File: src/include/tfr_pkg.sv
// Shared constants and carriers for the temperature fault response block.
// Assumes a 100 MHz system clock and a decoded PMBus command port.
package tfr_pkg;

  // ------------------------------------------------------------------
  // Command codes
  // ------------------------------------------------------------------
  localparam logic [7:0] CODE_HOT_FAULT_THR  = 8'h4F;
  localparam logic [7:0] CODE_HOT_ACTION     = 8'h50;
  localparam logic [7:0] CODE_HOT_WARN_THR   = 8'h51;
  localparam logic [7:0] CODE_COLD_WARN_THR  = 8'h52;
  localparam logic [7:0] CODE_COLD_FAULT_THR = 8'h53;
  localparam logic [7:0] CODE_COLD_ACTION    = 8'h54;

  // ------------------------------------------------------------------
  // Action byte fields
  // ------------------------------------------------------------------
  localparam int MODE_HI  = 7;
  localparam int MODE_LO  = 6;
  localparam int TRIES_HI = 5;
  localparam int TRIES_LO = 3;
  localparam int DELAY_HI = 2;
  localparam int DELAY_LO = 0;
  localparam logic [1:0] MODE_OFF_RETRY  = 2'h2;
  localparam logic [2:0] TRIES_NONE      = 3'h0;
  localparam logic [2:0] TRIES_ENDLESS   = 3'h7;

  // ------------------------------------------------------------------
  // Reset values (linear format, exponent zero for thresholds)
  // ------------------------------------------------------------------
  localparam logic [7:0]  RST_HOT_ACTION     = 8'h80;
  localparam logic [7:0]  RST_COLD_ACTION    = 8'h80;
  localparam logic [15:0] RST_HOT_FAULT_THR  = 16'h007D;
  localparam logic [15:0] RST_HOT_WARN_THR   = 16'h006E;
  localparam logic [15:0] RST_COLD_WARN_THR  = 16'h07DD;
  localparam logic [15:0] RST_COLD_FAULT_THR = 16'h07D8;

  // ------------------------------------------------------------------
  // Timing
  // ------------------------------------------------------------------
  localparam int CLK_HZ          = 100_000_000;
  localparam int RETRY_STEP_MS   = 35;
  localparam int RETRY_STEP_CYC  = RETRY_STEP_MS * (CLK_HZ / 1000);

  // ------------------------------------------------------------------
  // Carriers
  // ------------------------------------------------------------------
  typedef struct packed {
    logic        valid;
    logic        write;
    logic        word;
    logic [7:0]  code;
    logic [15:0] wdata;
  } tfr_cmd_t;

  typedef struct packed {
    logic        valid;
    logic [15:0] value;
  } tfr_temp_t;

  typedef struct packed {
    logic hot_fault;
    logic cold_fault;
    logic hot_warn;
    logic cold_warn;
  } tfr_flags_t;

  typedef enum logic [2:0] {
    ST_RUN   = 3'b001,
    ST_DELAY = 3'b010,
    ST_LATCH = 3'b100
  } tfr_state_t;

endpackage : tfr_pkg

File: src/tfr_regs.sv
// Temperature limits, fault actions and the shutdown and retry sequencer.
// Assumes a decoded PMBus command port and temperature samples on sys_clk;
// the alert pin is open drain and resolved outside.
`timescale 1ns/1ps

// Notes on behaviour
// Every temperature fault pulls the alert low and sets its fault flag.
// Disable-and-retry code turns output off at once, then follows retries.
// Bits 5:3 give how many restarts follow a fault shutdown.
// Retry count zero: no restart, output stays off until fault cleared.
// Retry count seven: retry endlessly until disabled or other shutdown.
// Wait between restarts is (bits 2:0 plus one) times 35 ms.
// Retry delay runs 35 ms to 280 ms in 35 ms steps.
// Over-temperature faults use the action byte at code 0x50.
// Under-temperature faults use the action byte at code 0x54.
// Action registers are accessed as single bytes only.
// Limit registers are accessed as 16-bit words only.
// Over-temperature warning limit is a linear word at code 0x51.
// Under-temperature warning limit is a linear word at code 0x52.
// Under-temperature fault limit at 0x53 detects cold faults.
// Over-temperature fault limit at 0x4F detects hot faults.
// Other action codes leave output on but still flag and alert.
// Warning crossings set a warning flag and alert, output stays on.
module tfr_regs #(
  parameter int STEP_CYCLES = tfr_pkg::RETRY_STEP_CYC
) (
  // Clock, reset and enable
  input  wire logic               sys_clk,
  input  wire logic               rst,
  input  wire logic               ce,
  // Decoded command port
  input  wire tfr_pkg::tfr_cmd_t  cmd_in,
  output logic [15:0]             rsp_data,
  output logic                    rsp_ack,
  output logic                    rsp_nack,
  // Temperature samples and control
  input  wire tfr_pkg::tfr_temp_t temp_in,
  input  wire logic               run_request,
  input  wire logic               other_shutdown,
  input  wire logic               fault_clear,
  // Results
  output logic                    power_enable,
  output tfr_pkg::tfr_flags_t     flags,
  output tfr_pkg::tfr_state_t     seq_state,
  // Open-drain alert pin
  input  wire logic               host_alert_line_i,
  output logic                    host_alert_line_o,
  output logic                    host_alert_line_oe_n,
  output logic                    alert_line_low
);
  import tfr_pkg::*;

  // ------------------------------------------------------------------
  // Storage
  // ------------------------------------------------------------------
  logic [7:0]  hot_fault_action;
  logic [7:0]  cold_fault_action;
  logic [15:0] hot_fault_threshold;
  logic [15:0] hot_warning_threshold;
  logic [15:0] cold_warning_threshold;
  logic [15:0] cold_fault_threshold;

  logic        cmd_ok;
  logic        cmd_byte_reg;
  logic [15:0] cmd_rdata;

  logic        hot_trip;
  logic        cold_trip;
  logic        hot_warn_hit;
  logic        cold_warn_hit;
  logic        trip;
  logic [7:0]  trip_action;
  logic [2:0]  trip_tries;

  logic [7:0]  act;
  logic [2:0]  tries_used;
  logic [31:0] step_cnt;
  logic [2:0]  steps_left;
  logic        sync_a;
  logic        sync_b;

  // ------------------------------------------------------------------
  // Linear format to fixed point
  // ------------------------------------------------------------------

  // Scales mantissa by two to the exponent, with 16 fraction bits.
  function automatic logic signed [47:0] lin_fix(input logic [15:0] v);
    logic signed [47:0] m;
    logic [5:0]         sh;
    m  = 48'(signed'(v[10:0]));
    sh = {1'b0, ~v[15], v[14:11]};
    return m <<< sh;
  endfunction : lin_fix

  // ------------------------------------------------------------------
  // Command decode
  // ------------------------------------------------------------------

  // Finds the register, its access size and its read value.
  always_comb begin
    cmd_ok       = 1'b1;
    cmd_byte_reg = 1'b0;
    cmd_rdata    = 16'h0000;
    if (cmd_in.code == CODE_HOT_FAULT_THR) begin
      cmd_rdata = hot_fault_threshold;
    end else if (cmd_in.code == CODE_HOT_ACTION) begin
      cmd_byte_reg = 1'b1;
      cmd_rdata    = {8'h00, hot_fault_action};
    end else if (cmd_in.code == CODE_HOT_WARN_THR) begin
      cmd_rdata = hot_warning_threshold;
    end else if (cmd_in.code == CODE_COLD_WARN_THR) begin
      cmd_rdata = cold_warning_threshold;
    end else if (cmd_in.code == CODE_COLD_FAULT_THR) begin
      cmd_rdata = cold_fault_threshold;
    end else if (cmd_in.code == CODE_COLD_ACTION) begin
      cmd_byte_reg = 1'b1;
      cmd_rdata    = {8'h00, cold_fault_action};
    end else begin
      cmd_ok = 1'b0;
    end
    // Size must match: bytes for actions, words for limits.
    if (cmd_in.word == cmd_byte_reg) begin
      cmd_ok = 1'b0;
    end
  end

  // Stores writes that pass decode.
  always_ff @(posedge sys_clk) begin
    if (rst) begin
      hot_fault_action       <= RST_HOT_ACTION;
      cold_fault_action      <= RST_COLD_ACTION;
      hot_fault_threshold    <= RST_HOT_FAULT_THR;
      hot_warning_threshold  <= RST_HOT_WARN_THR;
      cold_warning_threshold <= RST_COLD_WARN_THR;
      cold_fault_threshold   <= RST_COLD_FAULT_THR;
    end else if (ce && cmd_in.valid && cmd_in.write && cmd_ok) begin
      if (cmd_in.code == CODE_HOT_FAULT_THR) begin
        hot_fault_threshold <= cmd_in.wdata;
      end else if (cmd_in.code == CODE_HOT_ACTION) begin
        hot_fault_action <= cmd_in.wdata[7:0];
      end else if (cmd_in.code == CODE_HOT_WARN_THR) begin
        hot_warning_threshold <= cmd_in.wdata;
      end else if (cmd_in.code == CODE_COLD_WARN_THR) begin
        cold_warning_threshold <= cmd_in.wdata;
      end else if (cmd_in.code == CODE_COLD_FAULT_THR) begin
        cold_fault_threshold <= cmd_in.wdata;
      end else begin
        cold_fault_action <= cmd_in.wdata[7:0];
      end
    end
  end

  // Answers each command one cycle later with ack or nack.
  always_ff @(posedge sys_clk) begin
    if (rst) begin
      rsp_data <= 16'h0000;
      rsp_ack  <= 1'b0;
      rsp_nack <= 1'b0;
    end else if (ce) begin
      rsp_ack  <= cmd_in.valid && cmd_ok;
      rsp_nack <= cmd_in.valid && !cmd_ok;
      if (cmd_in.valid && cmd_ok && !cmd_in.write) begin
        rsp_data <= cmd_rdata;
      end
    end
  end

  // ------------------------------------------------------------------
  // Limit comparison
  // ------------------------------------------------------------------

  // Compares each sample against the four limits.
  always_comb begin
    hot_trip      = temp_in.valid &&
                    lin_fix(temp_in.value) >=
                    lin_fix(hot_fault_threshold);
    cold_trip     = temp_in.valid &&
                    lin_fix(temp_in.value) <=
                    lin_fix(cold_fault_threshold);
    hot_warn_hit  = temp_in.valid &&
                    lin_fix(temp_in.value) >=
                    lin_fix(hot_warning_threshold);
    cold_warn_hit = temp_in.valid &&
                    lin_fix(temp_in.value) <=
                    lin_fix(cold_warning_threshold);
  end

  // Picks the action byte that belongs to the fault seen; hot first.
  assign trip        = hot_trip || cold_trip;
  assign trip_action = hot_trip ? hot_fault_action
                                : cold_fault_action;
  assign trip_tries  = trip_action[TRIES_HI:TRIES_LO];

  // ------------------------------------------------------------------
  // Sticky flags and alert
  // ------------------------------------------------------------------

  // Flags set by events; a set in the clearing cycle wins.
  always_ff @(posedge sys_clk) begin
    if (rst) begin
      flags <= '0;
    end else if (ce) begin
      flags.hot_fault  <= (flags.hot_fault && !fault_clear) ||
                          hot_trip;
      flags.cold_fault <= (flags.cold_fault && !fault_clear) ||
                          cold_trip;
      flags.hot_warn   <= (flags.hot_warn && !fault_clear) ||
                          hot_warn_hit;
      flags.cold_warn  <= (flags.cold_warn && !fault_clear) ||
                          cold_warn_hit;
    end
  end

  // Pulls the line low while any flag stands.
  assign host_alert_line_o    = 1'b0;
  assign host_alert_line_oe_n = ~(|flags);

  // Brings the resolved line level into the clock domain.
  always_ff @(posedge sys_clk) begin
    if (rst) begin
      sync_a <= 1'b1;
      sync_b <= 1'b1;
    end else if (ce) begin
      sync_a <= host_alert_line_i;
      sync_b <= sync_a;
    end
  end

  assign alert_line_low = ~sync_b;

  // ------------------------------------------------------------------
  // Shutdown and retry sequencer
  // ------------------------------------------------------------------

  // Runs, waits out retry steps, or holds the output off.
  always_ff @(posedge sys_clk) begin
    if (rst) begin
      seq_state    <= ST_RUN;
      power_enable <= 1'b0;
      act          <= 8'h00;
      tries_used   <= 3'h0;
      step_cnt     <= 32'h0000_0000;
      steps_left   <= 3'h0;
    end else if (ce) begin
      case (seq_state)
        ST_RUN: begin
          power_enable <= run_request;
          if (!run_request || fault_clear) begin
            tries_used <= 3'h0;
          end
          if (trip && trip_action[MODE_HI:MODE_LO] == MODE_OFF_RETRY) begin
            power_enable <= 1'b0;
            act          <= trip_action;
            if (trip_tries == TRIES_NONE) begin
              seq_state <= ST_LATCH;
            end else if (trip_tries != TRIES_ENDLESS &&
                         tries_used >= trip_tries) begin
              seq_state <= ST_LATCH;
            end else begin
              seq_state  <= ST_DELAY;
              step_cnt   <= 32'h0000_0000;
              steps_left <= trip_action[DELAY_HI:DELAY_LO];
              if (trip_tries != TRIES_ENDLESS) begin
                tries_used <= tries_used + 3'h1;
              end
            end
          end
          // Other action codes keep running; flags still raise alert.

        end
        ST_DELAY: begin
          power_enable <= 1'b0;
          if (!run_request) begin
            seq_state  <= ST_RUN;
            tries_used <= 3'h0;
          end else if (other_shutdown) begin
            seq_state <= ST_LATCH;
          end else if (step_cnt == 32'(STEP_CYCLES - 1)) begin
            step_cnt <= 32'h0000_0000;
            if (steps_left == 3'h0) begin
              seq_state    <= ST_RUN;
              power_enable <= 1'b1;
            end else begin
              steps_left <= steps_left - 3'h1;
            end
          end else begin
            step_cnt <= step_cnt + 32'h0000_0001;
          end
        end
        ST_LATCH: begin
          power_enable <= 1'b0;
          if (fault_clear) begin
            seq_state  <= ST_RUN;
            tries_used <= 3'h0;
          end
        end
        default: begin
          seq_state    <= ST_LATCH;
          power_enable <= 1'b0;
        end
      endcase
    end
  end

endmodule : tfr_regs

File: config.mk
export PLATFORM = sky130hd
export DESIGN_NAME = tfr_regs
export DESIGN_NICKNAME = d
export VERILOG_FILES = /design/src/include/tfr_pkg.sv /design/src/tfr_regs.sv
export SDC_FILE = /design/constraint.sdc
export NUM_CORES = 1
export LEC_CHECK = 0
export BUFFER_PORTS_ARGS = -buffer_cell sky130_fd_sc_hd__buf_2
export CAP_MARGIN = 20
export CORE_MARGIN = 10
export CORE_UTILIZATION = 45
export DETAILED_ROUTE_END_ITERATION = 6
export GPL_TIMING_DRIVEN = 1
export MAX_ROUTING_LAYER = met4
export PLACE_DENSITY = 0.69
export REMOVE_ABC_BUFFERS = 1
export SLEW_MARGIN = 20
export SYNTH_ARGS = -nofsm -noshare
export SYNTH_HDL_FRONTEND = slang
export SYNTH_SLANG_ARGS = --single-unit
File: constraint.sdc
create_clock -name sys_clk -period 6.4 [get_ports sys_clk]
set_input_delay 0.96 -clock sys_clk [delete_from_list [all_inputs] [get_ports sys_clk]]
set_output_delay 0.96 -clock sys_clk [all_outputs]
set_load 0.01 [all_outputs]
; ---- After elaboration in Yosys (flattened, before gate mapping)
; Index checks and enable logic that the tools add are counted.
[word_totals]
regBits = 146
latch_bits = 0
ramBits = 0
romBits = 0
in_bits = 51
output_inout_bits = 29
elab_cells = 168
memories = 0
[op_classes]
add_sub_neg = 3
n_mul = 0
div = 0
order_cmp = 5
n_eq_ne = 24
shift = 5
muxes = 57
bitwise = 12
n_reduce_logical = 42
[op_table]
columns = op, count
row1 = 11-bit by 5-bit <<< shifter with 48-bit output, 5
row2 = 32-bit 2-to-1 mux, 6
row3 = 48-bit >= comparator, 2
row4 = 48-bit <= comparator, 2
row5 = 16-bit 2-to-1 mux, 5
row6 = 3-bit 2-to-1 mux, 22
row7 = 32-bit case mux with 2 select lines, 1
row8 = 8-bit by 7-bit == test with 1-bit output (second input constant), 6
row9 = 32-bit by 1-bit adder with 32-bit output (second input constant), 1
row10 = 32-bit by 22-bit == test with 1-bit output (second input constant), 1
row11 = 2-bit inequality test (second input constant), 9
row12 = 3-bit case mux with 3 select lines, 2
row13 = 1-bit 2-to-1 mux, 17
row14 = 1-bit logical AND, 16
row15 = 8-bit 2-to-1 mux, 2
row16 = 1-bit inverter, 12
row17 = 6-bit AND reduction, 2
row18 = 5-bit AND reduction, 2
row19 = 9-bit AND reduction, 1
row20 = 4-bit inequality test (second input constant), 2
row21 = 4-bit AND reduction, 2
row22 = 7-bit AND reduction, 1
row23 = 3-bit zero test, 2
row24 = 1-bit logical OR, 6
row25 = other kinds (17), 21

; ---- Longest topological paths before layout
[logic_depth]
ltp_word = 12
depth_mapped = 30
mapped_depth_nobuf = 27

; ---- Least setup slack after synthesis
; OpenSTA, ideal clock, no wires.
[synth_path]
path_type = input-to-reg
from = input port temp_in[12] (netlist bit)
to = register steps_left[1]
setup_ns = 0.070
t_arrival_ns = 6.242
t_required_ns = 6.330
path_slack_ns = 0.088
stages = 25
path_buffers = 3
path_cell_list = clkbuf_1 clkbuf_1 mux2i_1 o21ai_0 a21oi_1 a221oi_1 ha_1 nand4_1 or4_1 o22ai_1 nor4_2 a21oi_2 mux2_2 ha_1 nand2b_1 a21o_1 a21o_1 nor2_1 a21oi_1 nand2_1 mux2i_1 a211o_1 buf_2 or3_1 a21oi_1
[synth_via]
elab_chain_cells = 8
elab_cells_between_ends = 21
cone_classes = order compare: 3 / eq/ne: 5 / shift: 1 / mux: 5 / reduce/logical: 7
[synth_rtl]
columns = element, line_no
row1 = from (decl), tfr_regs.sv:37  ; input wire tfr_pkg::tfr_temp_t temp_in,
row2 = 11-bit by 5-bit <<< shifter with 48-bit output *, tfr_regs.sv:92  ; return m <<< sh;
row3 = 48-bit >= comparator, tfr_regs.sv:175  ; lin_fix(temp_in.value) >=
row4 = 1-bit logical AND, tfr_regs.sv:174  ; hot_trip = temp_in.valid &&
row5 = 8-bit 2-to-1 mux, tfr_regs.sv:190  ; assign trip_action = hot_trip ? hot_fault_action
row6 = "3-bit >= comparator, or another cell as far along", tfr_regs.sv:257  ; tries_used >= trip_tries) begin
row7 = "1-bit logical AND, or another cell as far along", tfr_regs.sv:256  ; end else if (trip_tries != TRIES_ENDLESS &&
row8 = 2-bit inequality test (no source line) or 3-bit 2-to-1 mux (tied branches), --
row9 = 9-bit AND reduction (no source line) or 3-bit case mux with 2 select lines (tied branches), --
row10 = to (signal assigned), tfr_regs.sv:262  ; steps_left <= trip_action[DELAY_HI:DELAY_LO];
row11 = to (signal assigned), tfr_regs.sv:284  ; steps_left <= steps_left - 3'h1;
row12 = to (decl), tfr_regs.sv:78  ; logic [2:0] steps_left;
; Mark *: on every way between the ends. The rest lies on a longest branch, timed or not. The select of a mux whose other input is x is not followed.
; A chain may end at the register's enable or synchronous reset.

; ---- Final worst setup path
[layout_path]
from = input port temp_in[12] (netlist bit)
to = register step_cnt[28]
[layout_via]
elab_chain_cells = 8
elab_cells_between_ends = 17
cone_classes = order compare: 3 / eq/ne: 5 / shift: 1 / mux: 1 / reduce/logical: 7
[layout_rtl]
columns = element, line_no
row1 = 11-bit by 5-bit <<< shifter with 48-bit output *, tfr_regs.sv:92
row2 = 48-bit >= comparator, tfr_regs.sv:175
row3 = 1-bit logical AND, tfr_regs.sv:174
row4 = 8-bit 2-to-1 mux, tfr_regs.sv:190
row5 = "3-bit >= comparator, or another cell as far along", tfr_regs.sv:257
row6 = 1-bit logical AND (on tied branches), "tfr_regs.sv:256, tfr_regs.sv:251"
row7 = 2-bit inequality test (no source line), --
row8 = 7-bit AND reduction (no source line) *, --
row9 = to (signal assigned), tfr_regs.sv:287  ; step_cnt <= step_cnt + 32'h0000_0001;
row10 = to (decl), tfr_regs.sv:77  ; logic [31:0] step_cnt;
; Mark *: on every way between the ends. The rest lies on a longest branch, timed or not.

==> metrics.md <==
| Metric | Value |
|---|---|
| Worst r2r dst | `step_cnt[28]` |
| Num CTS Buffers | `17` |
| Drt drc | `0` |
| Synth cell types | `between 70 and 80` |
| Final Net Count | `about 2.4k` |
| GRT Overall Usage | `0.272` |
| Die footprint | `a little over 40,000 sq um` |
| Hold WS | `around 0.46 ns` |
| Syn avg cell area | `about 7 sq um` |
| Flop-to-flop setup slack | `around 0.46 ns` |
| Antenna violations before repair | `0` |
| VDD IR max | `between 0.2 and 0.3 mV` |
| Max cap viols | `0` |
| Worst Hold Endpoint | `power_enable` |
| Clk sink count | `roughly 150` |
| Crit-path max FO | `32` |
| Synth async-reset ratio | `0` |
| Worst Skew | `0.0145 ns` |
| Worst hold start | `power_enable` |
| Endpoints failing setup | `0` |
| Worst-path clk slew | `around 0.06 ns` |
| Row count | `67` |
| Total number of vias | `~16k` |
| Core area | `between 30,000 and 40,000 sq um` |
| CTS tree | `yes` |
| Worst path required time | `6.72 ns` |
| Cell count after synthesis | `around 2.1k` |
| Clock latency on the worst-skew pair | `0.45 ns` |
| Most common cell after layout, fill and taps aside | `nand2_1` |
| Synthesis-to-finish area growth | `10.8%` |
| First-pass GRT wire length | `roughly 87 mm` |
| Worst r2r path cells | `26` |
| Fin Setup TNS | `0 ns` |
| Vias in the first global route | `roughly 15k` |
| Final Hold Viols | `0` |
| Cell taking the most area after synthesis | `dfxtp_1` |
| Most used DFF post-synth | `dfxtp_1` |
| GPL Wtd Cong | `about 1` |
| Fmax | `0.166 GHz` |
| Power per cell area | `around 150 nW/um^2` |
| Layout cells sized above 1 | `0.111` |
| DR iter-0 viols | `between 1.5k and 2k` |
| CTS Buffer Depth | `2` |
| Largest net degree at the start of global routing | `between 60 and 70` |
| Tmin final | `roughly 6 ns` |
| Post-CTS sizing | `0` |
| RSZ-0062 raised after global routing | `no` |
| Dominant cells by area after synthesis | `dfxtp_1 19%, ha_1 14%, mux2i_1 9.0%, nand2_1 8.8%, a21oi_1 7.8%` |
| Synthesized area | `15,200 sq um` |
| Commonest cells after routing, fill and taps aside | `355 x nand2_1, 236 x a21oi_1, 206 x nor2_1` |
| Design area | `between 15,000 and 20,000 sq um` |
| Die Ht | `204 um` |
| Warnings, synthesis | `0` |
| IO Count | `80` |
| Area after DPL | `16,200 sq um` |
| Initial Utilization | `0.454` |
| Arrival @ worst endpoint | `roughly 6.3 ns` |
| Drt first pass iters | `6` |
| Final worst-path cycle share | `0.939` |
| H-Tree Depth | `4` |
| Number of synthesized flops with an enable pin | `0` |
| Seq cells post-synth | `146` |
| WL final | `roughly 57 mm` |
| CTS Root Cell | `clkbuf_16` |
| N_diodes | `0` |
| IO buf count | `78` |
| Final ANT Viol Nets | `0` |
| R2r startpoint | `hot_fault_threshold[6]` |
| HPWL after DPL | `roughly 44 mm` |
| Total gr overflow | `0` |
| Hold depth | `2` |
| Seq/Total Area, Yosys | `0.192` |
| Hold/Removal Path Class | `flop to flop` |
| Post-CTS Hold Fix Bufs | `0` |
| Status | `finished, final reports clean` |
| Worst Setup End Kind | `flop` |
| Max-slew violations | `0` |
| Yosys top cell area share | `0.192` |
| Leak | `6.91 nW` |
| Setup repair bufs after CTS | `0` |
| Die X | `between 200 and 250 um` |
| Kind of critical path | `input pin to flop` |
| Worst slew pin tran | `1.03 ns` |
| Vias per std cell | `roughly 6.1` |
| Wire length per cell | `21.4 um` |
| CP Launch Type | `input pin` |
| Slew margin rel. | `0.309` |
[worst max-delay path by stage]
stage                            startpoint            end  slack [ns]  cells after the start
floorplan                       temp_in[12]  steps_left[1]        0.36                     24
global placement                temp_in[12]    step_cnt[2]        0.23                     29
detailed placement              temp_in[12]   step_cnt[28]        0.03                     29
CTS                 hot_fault_threshold[12]   step_cnt[28]        0.42                     27
global route                    temp_in[12]    step_cnt[9]       0.002                     29
finish                          temp_in[12]   step_cnt[28]        0.39                     28
[critical path: stages]
cell and delay (ns):
buf_2 0.16, buf_4 0.21, nor2b_1 0.14, nor3_1 0.06, a21o_1 0.19, o21ai_0 0.27, a21oi_1 0.15, and2_1 0.22
ha_1 0.30, nand4_1 0.14, or4_1 0.59, o22ai_1 0.19, nor4_2 0.06, buf_4 0.17, a21oi_2 0.17, mux2_2 0.36
ha_1 0.26, nand2b_1 0.15, a21o_1 0.18, a21o_1 0.22, nor2_1 0.14, a21oi_1 0.07, nand2_1 0.09, mux2i_1 0.07
a211o_1 0.30, buf_12 0.19, o21ai_0 0.20, mux2i_1 0.11
[power by group]
part           total [mW]  internal (mW)  switching (mW)
clock                1.09          0.659           0.436
combinational       0.487          0.187           0.301
sequential          0.918          0.913         0.00536
[final cells by class]
class | instances | area, sq um
Fill cell | 3274 | 16600
Multi-Input combinational cell | 1820 | 11600
Sequential cell | 146 | 2920
Timing Repair Buffer | 156 | 991
Tap cell | 448 | 561
Clock buffer | 18 | 429
Clock inverter | 14 | 204
Inverter | 42 | 158
[state kept, by name, summed over array words and instances, names as in the netlist, 4 cells and up]
register	cells
cold_warning_threshold	16
rsp_data	16
hot_warning_threshold	16
cold_fault_action	8
cold_fault_threshold	16
flags	4
hot_fault_action	8
step_cnt	32
hot_fault_threshold	16
[synth_stat cells (7+ instances only)]
library cell and count:
or3_1 18, and3_1 18, o22ai_1 19, nor3_1 31, nor2b_1 28, nand2_1 355
clkbuf_1 117, o21a_1 13, nor2_1 207, a21oi_1 236, a21o_1 32, dfxtp_1 146
inv_1 33, nand3b_1 16, a211oi_1 22, nand3_1 59, nand4_1 37, clkinv_1 7
nand2b_1 29, ha_1 175, a31oi_1 17, and2_1 14, o31a_1 9, mux2i_1 136
o21ai_0 169, a22oi_1 41, nor4_1 12, mux2_2 29, buf_1 9, o211ai_1 20
[metrics by stage]
stage               utilization  total power [mW]  worst slack, ns  cells
floorplan                     -              1.19            0.358   2008
global placement          0.484              1.40            0.233   2612
detailed placement        0.484              1.41           0.0334   2612
CTS                       0.503              2.50            0.424   2644
global route              0.503              2.59          0.00174   2644
finish                    0.503              2.50            0.392   2644
[kinds of logic after synthesis]
group                      after synthesis  synth area share
other                                    1          0.000247
AOI/OAI and AO/OA                      633             0.249
and+or+nand+nor                        846             0.255
DFF                                    146             0.192
adders and majority gates              175             0.144
buffers and inverters                  181            0.0477
muxes                                  165             0.111
[metal layers]
metal	vias to the layer above	track usage	wire, um
met1	7555	0.347	24400
met2	712	0.429	25600
met3	126	0.0390	4270
met4	0	0.105	2320
met5	-	-	0
li1	7849	-	-
Power figures use the tool's default switching activity.
